File: config.mk
export PLATFORM = sky130hd
export DESIGN_NAME = sfm_port
export DESIGN_NICKNAME = d
export VERILOG_FILES = /design/src/inc/sfm_pkg.sv /design/src/rtl/sfm_fifo.sv /design/src/rtl/sfm_port.sv
export SDC_FILE = /design/constraint.sdc
export NUM_CORES = 1
export LEC_CHECK = 0
export BUFFER_PORTS_ARGS = -buffer_cell sky130_fd_sc_hd__buf_4
export CAP_MARGIN = 20
export CELL_PAD_IN_SITES_DETAIL_PLACEMENT = 1
export CELL_PAD_IN_SITES_GLOBAL_PLACEMENT = 1
export CORE_ASPECT_RATIO = 1.4
export CORE_UTILIZATION = 30
export CTS_CLUSTER_SIZE = 10
export DETAILED_ROUTE_END_ITERATION = 10
export GPL_TIMING_DRIVEN = 0
export PLACE_DENSITY_LB_ADDON = 0.25
export SYNTH_ARGS = -nofsm -noshare
export SYNTH_HDL_FRONTEND = slang
export SYNTH_SLANG_ARGS = --single-unit
File: constraint.sdc
create_clock -name ref_clk -period 3.02 [get_ports ref_clk]
set_clock_uncertainty 0.15 [all_clocks]
set_input_delay 0.755 -clock ref_clk [delete_from_list [all_inputs] [get_ports ref_clk]]
set_output_delay 0.755 -clock ref_clk [all_outputs]
set_load 0.01 [all_outputs]
File: src/inc/sfm_pkg.sv
package sfm_pkg;
  localparam int unsigned CLK_HZ       = 20_000_000;
  localparam int unsigned DATA_W       = 16;
  localparam int unsigned FIFO_DEPTH   = 4;
  localparam int unsigned DIV_W        = 8;
  localparam logic [7:0]  DIV_DEFAULT  = 8'h04;
  localparam logic [4:0]  CNT_W_RESET  = 5'h00;

  typedef struct packed {
    logic framed_mode_enable;
    logic slave_select_pin_enable;
    logic frame_sync_polarity;
    logic clock_idle_polarity;
    logic input_sample_phase;
    logic master_role_enable;
    logic port_enable;
  } sfm_cfg_t;

  typedef struct packed {
    logic tx_buffer_empty;
    logic rx_word_ready;
    logic busy;
    logic config_error;
    logic sample_phase_active;
  } sfm_stat_t;

  typedef enum logic [3:0] {
    ST_IDLE  = 4'b0001,
    ST_SYNC  = 4'b0010,
    ST_SHIFT = 4'b0100,
    ST_DONE  = 4'b1000
  } sfm_state_t;
endpackage

File: src/rtl/sfm_fifo.sv
`timescale 1ns/10ps
module sfm_fifo #(
  parameter int unsigned WIDTH = 16,
  parameter int unsigned DEPTH = 4
) (
  input  wire logic             clk,
  input  wire logic             rst,
  input  wire logic [WIDTH-1:0] in_data,
  input  wire logic             in_valid,
  output logic                  in_ready,
  output logic [WIDTH-1:0]      out_data,
  output logic                  out_valid,
  input  wire logic             out_ready
);
  localparam int unsigned AW = $clog2(DEPTH);
  logic [WIDTH-1:0] mem [DEPTH];
  logic [AW-1:0]    wr_ptr;
  logic [AW-1:0]    rd_ptr;
  logic [AW:0]      count;
  logic [AW-1:0]    next_wr_ptr;
  logic [AW-1:0]    next_rd_ptr;
  logic [AW:0]      next_count;
  logic             push;
  logic             pop;

  assign in_ready  = (count != (AW+1)'(DEPTH));
  assign out_valid = (count != '0);
  assign out_data  = mem[rd_ptr];

  always_comb begin
    push        = in_valid && in_ready;
    pop         = out_valid && out_ready;
    next_wr_ptr = wr_ptr;
    next_rd_ptr = rd_ptr;
    if (push) begin
      next_wr_ptr = (wr_ptr == AW'(DEPTH-1)) ? '0 : wr_ptr + 1'b1;
    end
    if (pop) begin
      next_rd_ptr = (rd_ptr == AW'(DEPTH-1)) ? '0 : rd_ptr + 1'b1;
    end
    next_count = count + (AW+1)'(push) - (AW+1)'(pop);
  end

  always_ff @(posedge clk or posedge rst) begin
    if (rst) begin
      wr_ptr <= '0;
      rd_ptr <= '0;
      count  <= '0;
    end else begin
      wr_ptr <= next_wr_ptr;
      rd_ptr <= next_rd_ptr;
      count  <= next_count;
    end
  end

  always_ff @(posedge clk) begin
    if (push) begin
      mem[wr_ptr] <= in_data;
    end
  end
endmodule

File: src/rtl/sfm_port.sv
`timescale 1ns/10ps
module sfm_port
  import sfm_pkg::*;
#(
  parameter int unsigned WIDTH = DATA_W,
  parameter int unsigned DEPTH = FIFO_DEPTH
) (
  input  wire logic             ref_clk,
  input  wire logic             rst,
  input  wire sfm_cfg_t         cfg,
  input  wire logic [DIV_W-1:0] clk_div,
  input  wire logic [WIDTH-1:0] tx_data,
  input  wire logic             tx_valid,
  output logic                  tx_ready,
  output logic [WIDTH-1:0]      rx_data,
  output logic                  rx_valid,
  input  wire logic             rx_ack,
  output sfm_stat_t             status,
  input  wire logic             sck_in,
  output logic                  sck_out,
  output logic                  sck_oe,
  input  wire logic             sdi,
  output logic                  sdo,
  input  wire logic             ss_in,
  output logic                  ss_out,
  output logic                  ss_oe
);
  localparam int unsigned BW = $clog2(WIDTH + 1);

  logic [WIDTH-1:0] f_data;
  logic             f_valid;
  logic             f_ready;
  sfm_state_t       state;
  sfm_state_t       next_state;
  logic [DIV_W-1:0] div_cnt;
  logic [DIV_W-1:0] next_div_cnt;
  logic             tick;
  logic             sck_int;
  logic             next_sck_int;
  logic [WIDTH-1:0] shreg;
  logic [WIDTH-1:0] next_shreg;
  logic [BW-1:0]    bits;
  logic [BW-1:0]    next_bits;
  logic             smp_q;
  logic             next_smp_q;
  logic             sync_q;
  logic             next_sync_q;
  logic [WIDTH-1:0] next_rx_data;
  logic             next_rx_valid;
  logic             sck_d;
  logic             ss_d;
  logic             bad_cfg;
  logic             lead_edge;
  logic             trail_edge;
  logic             slv_rise;
  logic             slv_fall;
  logic             slv_sample;
  logic             slv_shift;
  logic             ss_active;
  logic             start;
  logic             samp_edge;
  logic             shift_edge;
  logic             rx_bit;
  logic             next_rx_bit;
  logic             in_bit;

  sfm_fifo #(.WIDTH(WIDTH), .DEPTH(DEPTH)) u_fifo (
    .clk      (ref_clk),
    .rst      (rst),
    .in_data  (tx_data),
    .in_valid (tx_valid),
    .in_ready (tx_ready),
    .out_data (f_data),
    .out_valid(f_valid),
    .out_ready(f_ready)
  );

  // The invalid pair is only flagged and blocks transfers; it is not repaired.
  assign bad_cfg = cfg.framed_mode_enable && cfg.slave_select_pin_enable;

  // Master clock edges come from a divider enable, never a second clock.
  assign tick       = cfg.master_role_enable && (div_cnt == clk_div);
  assign lead_edge  = tick && (sck_int == cfg.clock_idle_polarity);
  assign trail_edge = tick && (sck_int != cfg.clock_idle_polarity);

  assign slv_rise   = sck_in && !sck_d;
  assign slv_fall   = !sck_in && sck_d;
  assign slv_sample = cfg.clock_idle_polarity ? slv_fall : slv_rise;
  assign slv_shift  = cfg.clock_idle_polarity ? slv_rise : slv_fall;

  // Data is sampled on one edge and moved on the other, so the far side
  // never sees its input change on the edge at which it samples.
  assign samp_edge  = cfg.master_role_enable ? lead_edge : slv_sample;
  assign shift_edge = cfg.master_role_enable ? trail_edge : slv_shift;
  // Late sampling reads the input at the end of the bit, which gives the
  // far side a whole bit of setup and so suits the fastest divider.
  assign in_bit     = smp_q ? sdi : rx_bit;

  // Frame start seen on slave select at the chosen polarity.
  assign ss_active = cfg.frame_sync_polarity ? (ss_in && !ss_d)
                                              : (!ss_in && ss_d);

  always_comb begin
    start = 1'b0;
    if (cfg.port_enable && !bad_cfg && f_valid && state == ST_IDLE) begin
      if (cfg.master_role_enable) begin
        start = cfg.framed_mode_enable ? trail_edge
                : (sck_int == cfg.clock_idle_polarity);
      end else begin
        start = cfg.framed_mode_enable ? ss_active
                : (!cfg.slave_select_pin_enable || !ss_in);
      end
    end
  end

  // Buffer word leaves the FIFO the moment the shift register takes it.
  assign f_ready = start;

  always_comb begin
    next_div_cnt  = (tick || !cfg.master_role_enable) ? '0 : div_cnt + 1'b1;
    next_sck_int  = sck_int;
    next_state    = state;
    next_shreg    = shreg;
    next_bits     = bits;
    next_sync_q   = 1'b0;
    next_rx_data  = rx_data;
    next_rx_valid = rx_valid && !rx_ack;
    next_rx_bit   = rx_bit;
    // Sample phase is latched only while master enable already stands.
    next_smp_q    = cfg.input_sample_phase && cfg.master_role_enable;
    if (!cfg.port_enable || !cfg.master_role_enable) begin
      next_sck_int = cfg.clock_idle_polarity;
    end else if (tick && (cfg.framed_mode_enable || state == ST_SHIFT
                          || sck_int != cfg.clock_idle_polarity)) begin
      next_sck_int = !sck_int;
    end
    case (state)
      ST_IDLE: begin
        if (start) begin
          next_shreg  = f_data;
          next_bits   = BW'(WIDTH);
          next_sync_q = cfg.framed_mode_enable && cfg.master_role_enable;
          next_state  = ST_SHIFT;
        end
      end
      ST_SHIFT: begin
        if (samp_edge) begin
          next_rx_bit = sdi;
        end
        if (shift_edge) begin
          next_shreg = {shreg[WIDTH-2:0], in_bit};
          next_bits  = bits - 1'b1;
          if (bits == BW'(1)) begin
            next_state = ST_DONE;
          end
        end
      end
      ST_DONE: begin
        next_rx_data  = shreg;
        next_rx_valid = 1'b1;
        next_state    = ST_IDLE;
      end
      default: next_state = ST_IDLE;
    endcase
    if (!cfg.port_enable || bad_cfg) begin
      next_state = ST_IDLE;
    end
  end

  always_ff @(posedge ref_clk or posedge rst) begin
    if (rst) begin
      state    <= ST_IDLE;
      div_cnt  <= '0;
      sck_int  <= 1'b0;
      shreg    <= '0;
      bits     <= CNT_W_RESET[BW-1:0];
      smp_q    <= 1'b0;
      sync_q   <= 1'b0;
      rx_data  <= '0;
      rx_valid <= 1'b0;
      sck_d    <= 1'b0;
      ss_d     <= 1'b0;
      rx_bit   <= 1'b0;
    end else begin
      state    <= next_state;
      div_cnt  <= next_div_cnt;
      sck_int  <= next_sck_int;
      shreg    <= next_shreg;
      bits     <= next_bits;
      smp_q    <= next_smp_q;
      sync_q   <= next_sync_q;
      rx_data  <= next_rx_data;
      rx_valid <= next_rx_valid;
      sck_d    <= sck_in;
      ss_d     <= ss_in;
      rx_bit   <= next_rx_bit;
    end
  end

  assign sck_out = sck_int;
  assign sck_oe  = cfg.port_enable && cfg.master_role_enable;
  assign sdo     = shreg[WIDTH-1];
  assign ss_out  = sync_q ? cfg.frame_sync_polarity
                          : !cfg.frame_sync_polarity;
  assign ss_oe   = cfg.port_enable && cfg.master_role_enable
                   && cfg.framed_mode_enable;

  always_comb begin
    status.tx_buffer_empty     = !f_valid;
    status.rx_word_ready       = rx_valid;
    status.busy                = (state != ST_IDLE);
    status.config_error        = bad_cfg;
    status.sample_phase_active = smp_q;
  end
endmodule

==> results of run 1 <==
## Yosys cell counts, drive strengths merged (2+ instances only)
library cell and number:
edfxtp 64, dfrtp 61, mux2 20, a2bb2oi 16
mux4 16, o22ai 16, nor2 15, inv 14
xor2 14, buf 10, ha 10, and3 9
clkbuf 8, nand2 8, nand3 8, and2 5
nor3b 5, o21ai 5, a21oi 4, nor3 4
xnor2 4, nand3b 3, o211ai 3, a41oi 2
nor4 2, o21bai 2, o2bb2ai 2, or3 2
or4 2
## stage by stage
step                cells  worst slack, ns  hold slack [ns]  power, mW    util
CTS                   692        0.0001747           0.2131      6.317  0.3882
global route          693          0.06736           0.2304      6.523  0.3891
floorplan             352          -0.1004           0.3267      3.681       -
detailed placement    659          -0.6839           0.3469      4.294  0.3550
finish                693           0.1730           0.2131      6.197  0.3891
global placement      657          -0.6528           0.3372      4.223  0.3528
## cell type report
type / instances / area, um2
repair buffers: 70 / 550.5
well taps: 240 / 300.3
plain buffers: 17 / 101.3
fillers: 1885 / 10990
flip-flops and latches: 126 / 3475
clock inverters: 15 / 148.9
multi-input cells: 194 / 1949
clock buffers: 17 / 425.4
inverters: 14 / 52.55
## metal layers
layer | up-vias | global-route usage | wire length (um)
li1 | 1517 | - | -
met5 | - | 0 | 0
met3 | 13 | 0.03052 | 291
met1 | 1706 | 0.1536 | 4764
met2 | 44 | 0.2507 | 6699
met4 | 0 | 0.04833 | 163
## repair_timing
action / in CTS / in global routing
setup endpoints to repair: 3 / 2
pin swaps: 2 / 1
gates resized for setup: 2 / 4
buffers inserted: 2 / 1
## sequential cells by signal, indices dropped and copies added (netlist names), 3 cells and up
signal and count:
div_cnt 8, state 3, shreg 16, bits 5, rx_data 16, u_fifo.count 3, u_fifo.mem 64
## kinds of logic (layout without fill, tap and decap cells)
kind of cell	after synthesis	in the layout	synth area share
flip-flops	126	126	0.6267
AND/OR/NAND/NOR	68	68	0.07605
AO/OA/AOI/OAI	60	60	0.1070
multiplexers	37	37	0.1074
buffers and inverters	32	133	0.02821
XOR/XNOR	18	18	0.02844
adder cells (fa/ha/maj)	11	11	0.02618
## final timing paths
| path | endpoint | slack, ns | cells after the start |
|---|---|---|---|
| max reg2reg | u_fifo.count[2]$_DFF_PP0_ | 0.19 | 11 |
| min in group ref_clk | ss_d$_DFF_PP0_ | 0.32 | 1 |
| max | u_fifo.count[2]$_DFF_PP0_ | 0.17 | 12 |
| min reg2reg | rx_data[8]$_DFFE_PP0P_ | 0.36 | 1 |
| min | rx_data[2]$_DFFE_PP0P_ | 0.21 | 3 |
| max in group asynchronous | u_fifo.count[0]$_DFF_PP0_ | 2.10 | 4 |
## report_power, final
group | switching (mW) | internal [mW] | total, mW
clock | 0.831 | 1.16 | 1.99
sequential | 0.250 | 2.24 | 2.49
combinational | 0.834 | 0.880 | 1.71
## cells in the final DEF, fill, tap and decap left out, types with 9 or more instances in the layout
cell	n
mux2_2	20
dfrtp_1	61
o22ai_1	16
buf_4	71
inv_1	12
a2bb2oi_2	16
edfxtp_1	64
mux4_2	16
ha_1	10
clkbuf_16	17
xor2_1	12
nor2_1	15
inv_6	9
## worst min-delay path, cell delays in order
cell and delay, ns:
buf_4 0.11, inv_2 0.05, buf_12 0.22
==> impl_metrics.yaml, run 1 <==
status:
  outcome: "complete, no violations"
grt:
  grt_pass1_vias: 3626
  grt_first_pass_wirelength_mm: 19.19
  grt_usage: 0.1371
  antenna_found_initial: 0
  gr-total-overflow: 0
  grt_max_degree: 41
drt:
  dr.pass1.iters: 4
  drt_drc_violations_left: 0
  wl_per_cell_um: 17.20
  via_count: 3280
  drt-vias-per-instance: 4.733
  drt_wl_total_mm: 11.92
  antenna_left: 0
  drtIter0Drc: 54
clock_network:
  cts_hold_buf: 0
  clkLatencyLatePin_ns: 0.41
  clock_path_buffers: 2
  cts-root-buf: "clkbuf_16"
  htreeDepth: 4
  cts_tree: "done"
  cts_sinks: 126
  path_clk_slew_ns: 0.06
  cts_buffers: 17
yosys:
  netlist_area_um2: 5544
  synth_top_cells_by_area: "edfxtp_1, dfrtp_1, mux4_2"
  async_reset_ff_frac: 0.4921
  ys_warn_count: 0
  syn_inst: 352
  postSynthAreaPerCell_um2: 15.75
  synth_top_area_share: 0.3466
  synth_edf_count: 64
  yosysSeqAreaShare: 0.6267
  ys.flop_type: "edfxtp_1"
  yosysUniqueCellTypes: 56
  syn_nets: 401
  synth.largest_area_cell: "edfxtp_1"
  ys_seq_elements: 126
setup_path:
  worstPathRequired_ns: 3.21
  crit_path_start_kind: "primary input"
  end_kind: "register"
  critPathSlowestCell: "nor4_4"
  worstSetupPathType: "primary input to register"
  setup.worst_path.start: "clk_div[3]"
  cp_slowest_stage_delay_ns: 0.38
  crit_family: "adder cells"
  crit_path_max_fanout: 3
  arrival_ns: 3.03
  path_buf_inv: 3
  crit_path_cell_trace: "buf_4, xor2_1, nor4_4, a41oi_2, nor3_4, ha_1, inv_1, ha_1, inv_1, fa_2, xnor2_1, xnor2_1"
  r2r-start: "div_cnt[3]$_DFF_PP0_"
worst_hold_path:
  hold_path.class: "primary input to async pin"
sta:
  rsz0062_at_grt: "no"
  tightest_slew_ns: 0.8934
  slew_headroom: 0.4044
  maxSlewViolCount: 0
  setup_viol: 0
  max_freq_ghz: 0.3513
  min_period_ns: 2.847
  hold_viol: 0
  period_share: 0.9427
  setup_tns_ns: 0
final_layout:
  stdcell_area_um2: 7003
  final_nets: 489
  n_antenna_cell: 0
  synthToLayoutAreaGrowth_pct: 26.31
  drive_gt1_frac: 0.3996
job:
  maxCapViolCount: 0
floorplan:
  fp-row-count: 58
  start_util: 0.3081
  die_h_um: 162.8
  die_area_um2: 19040
  ios: 66
  chipWidth_um: 116.9
  core_area_um2: 18000
power_and_ir_drop:
  vdd_drop_max_v: 0.0003654
  power_density_nw_per_um2: 884.9
  p_leak_nw: 2.797
placed_design:
  hpwl_mm: 8.463
  gp_congestion: 0.7072
  placed_area_um2: 6390
  io_buffer_count: 65
Power figures use the tool's default switching activity.
==> run 2: changes to the inputs <==
--- a/config.mk
+++ b/config.mk
@@ -18,3 +18,4 @@
 export SYNTH_ARGS = -nofsm -noshare
 export SYNTH_HDL_FRONTEND = slang
+export SYNTH_HIERARCHICAL = 1
 export SYNTH_SLANG_ARGS = --single-unit
==> constraint.sdc (replaced) <==
create_clock -name ref_clk -period 3.02 [get_ports ref_clk]
set_clock_uncertainty 0.15 [all_clocks]
set_input_delay 0.604 -clock ref_clk [delete_from_list [all_inputs] [get_ports ref_clk]]
set_output_delay 0.604 -clock ref_clk [all_outputs]
set_load 0.01 [all_outputs]
==> run 2 against run 1 <==
Against the previous run: register-to-register slack got worse by 0.16 ns; count of clock-buffer cells in the layout did not move; largest cell class unchanged; utilization rose by 0.58 points; non-clock buffer count rose by 4.
==> impl_metrics.yaml, run 2 <==
placed_design:
  hpwl_mm: 8.541
  io_buffer_count: 64
  gp_congestion: 0.7208
  dp_cells: 666
clock_network:
  clock_path_buffers: 2
  cts_sinks: 126
  path_clk_slew_ns: 0.06
  cts_tree: "done"
  htreeDepth: 4
  clkLatencyLatePin_ns: 0.41
  cts-root-buf: "clkbuf_16"
  cts_buffers: 17
power_and_ir_drop:
  p_total_mw: 5.994
  p_leak_nw: 2.907
  vdd_drop_max_v: 0.0003448
  power_density_nw_per_um2: 846.8
final_layout:
  synthToLayoutAreaGrowth_pct: 28.80
  seq_area_um2: 3476
  final_nets: 500
  n_antenna_cell: 0
  largest_reg_flops: 64
  layout_commonest_cell: "buf_4"
  regMostFlops: "u_fifo/mem"
  final_cells: 704
  drive_gt1_frac: 0.4116
  multi_input_area_um2: 1919
  nFillCells: 1854
  top_regs: "u_fifo/mem (64), rx_data (16), shreg (16)"
  final_cell_mix: "buf_4, edfxtp_1, dfrtp_1"
sta:
  setup_tns_ns: 0
  maxSlewViolCount: 0
  rsz0062_at_grt: "yes"
  min_period_ns: 2.988
  slew_headroom: 0.4359
  period_share: 0.9893
  whs_ns: 0.1853
  max_freq_ghz: 0.3347
  hold_viol: 0
  setup_viol: 0
  tightest_slew_ns: 0.8424
drt:
  dr.pass1.iters: 4
  drt_wl_total_mm: 12.03
  via_count: 3288
  drt_drc_violations_left: 0
  drtIter0Drc: 69
  antenna_left: 0
  wl_per_cell_um: 17.09
  drt-vias-per-instance: 4.670
yosys:
  netlist_area_um2: 5495
  async_reset_ff_frac: 0.4921
  synth_top_area_share: 0.3497
  syn_inst: 361
  synth.largest_area_cell: "edfxtp_1"
  ys.flop_type: "edfxtp_1"
  ys_top_cells_by_count: "edfxtp_1, dfrtp_1, inv_1, mux2_2, nor2_1"
  yosysSeqAreaShare: 0.6323
  yosysUniqueCellTypes: 62
  synth_edf_count: 64
  postSynthAreaPerCell_um2: 15.22
  synth.most_common_cell: "edfxtp_1"
  ys_warn_count: 6
  ys_seq_elements: 126
  syn_nets: 410
  synth_top_cells_by_area: "edfxtp_1, dfrtp_1, mux4_2"
setup_path:
  worstSetupPathType: "register to register"
  arrival_ns: 3.14
  crit_path_max_fanout: 5
  crit_path_start_kind: "register"
  worstPathRequired_ns: 3.17
  end_kind: "register"
status:
  outcome: "complete, no violations"
floorplan:
  ios: 66
  core_area_um2: 17920
  die_area_um2: 18870
  start_util: 0.3066
  fp-row-count: 58
  die_h_um: 162.1
  chipWidth_um: 116.4
grt:
  grt_max_degree: 38
  grt_first_pass_wirelength_mm: 19.42
  gr-total-overflow: 0
  grt_pass1_vias: 3656
  grt_usage: 0.1392
  antenna_found_initial: 0
job:
  maxCapViolCount: 0
worst_hold_path:
  hold_path.class: "primary input to register"
## run 2: changes by cell type after synthesis, sizes merged, moves of 2 or more
cell,before,now
a31oi,1,3
buf,10,12
inv,14,20
nand2,8,11
nand2b,0,3
nand3,8,6
nor2,15,19
nor3,4,2
nor3b,5,1
o21ai,5,2
or3b,1,3
xnor2,4,6
xor2,14,12
## run 2: routing by layer
metal	vias up	part of all wire	GRT usage
met1	1687	0.40	0.1571
met5	-	0	0
met4	0	0.012	0.04545
li1	1536	-	-
met2	54	0.56	0.2534
met3	11	0.029	0.03246
## run 2: kinds of logic after synthesis
logic type	count (synthesis)	share of synthesized area
AOI/OAI and AO/OA	56	0.08652
and+or+nand+nor	71	0.07582
DFF	126	0.6323
adders and majority gates	11	0.02641
muxes	39	0.1136
xor gates and xnor gates	18	0.03005
buffers and inverters	40	0.03529
## run 2: power by group
group          leakage, nW  total [mW]  internal, mW  switching [mW]
combinational         1.24        1.44         0.730           0.707
clock                0.306        2.16          1.39           0.764
sequential            1.36        2.40          2.19           0.212
## run 2: stage by stage
step           setup slack (ns)  utilization  area, um2
2_1_floorplan          -0.05096            -       5509
3_3_place_gp            -0.4673       0.3509       6290
3_5_place_dp            -0.5420       0.3523       6315
4_1_cts                0.007254       0.3922       7029
5_1_grt                 -0.1061       0.3949       7078
6_report                0.03239       0.3949       7078
## run 2: path summary, 6_finish.rpt
path                       cells after the start  slack, ns                      start                        end
max                                           14       0.03       div_cnt[2]$_DFF_PP0_  u_fifo/count[2]$_DFF_PP0_
min reg2reg                                    1       0.34  u_fifo/count[2]$_DFF_PP0_  u_fifo/count[2]$_DFF_PP0_
min                                            1       0.19                     sck_in            sck_d$_DFF_PP0_
max reg2reg                                   14       0.03       div_cnt[2]$_DFF_PP0_  u_fifo/count[2]$_DFF_PP0_
min in group asynchronous                      3       0.55                        rst  u_fifo/count[2]$_DFF_PP0_
max in group asynchronous                      4       1.52                        rst       div_cnt[2]$_DFF_PP0_
## run 2: timing repair
action,CTS,global route
resized for setup,8,9
hold buffers,1,0
hold endpoints to repair,4,0
endpoints found under the setup margin,3,3
buffers inserted,5,1
cloned,0,0
pin swaps,8,7
## run 2: worst max-delay path, stage by stage (launching register included)
cell and delay, ns:
dfrtp_2 0.45, xor2_2 0.17, nor4_4 0.31, a41oi_1 0.16, or3b_4 0.44, inv_2 0.07, nand2_2 0.06, inv_2 0.06
ha_4 0.19, inv_2 0.06, ha_4 0.12, inv_2 0.03, fa_2 0.35, xnor2_2 0.15, xnor2_1 0.12
## run 2: area by class of cell
class                           count  share of cell area
Sequential cell                   126              0.4911
Timing Repair Buffer               72             0.07849
Buffer                             19             0.01644
Inverter                           20             0.01061
Tap cell                          240             0.04243
Multi-Input combinational cell    195              0.2712
Clock buffer                       17             0.06010
Clock inverter                     15             0.02970
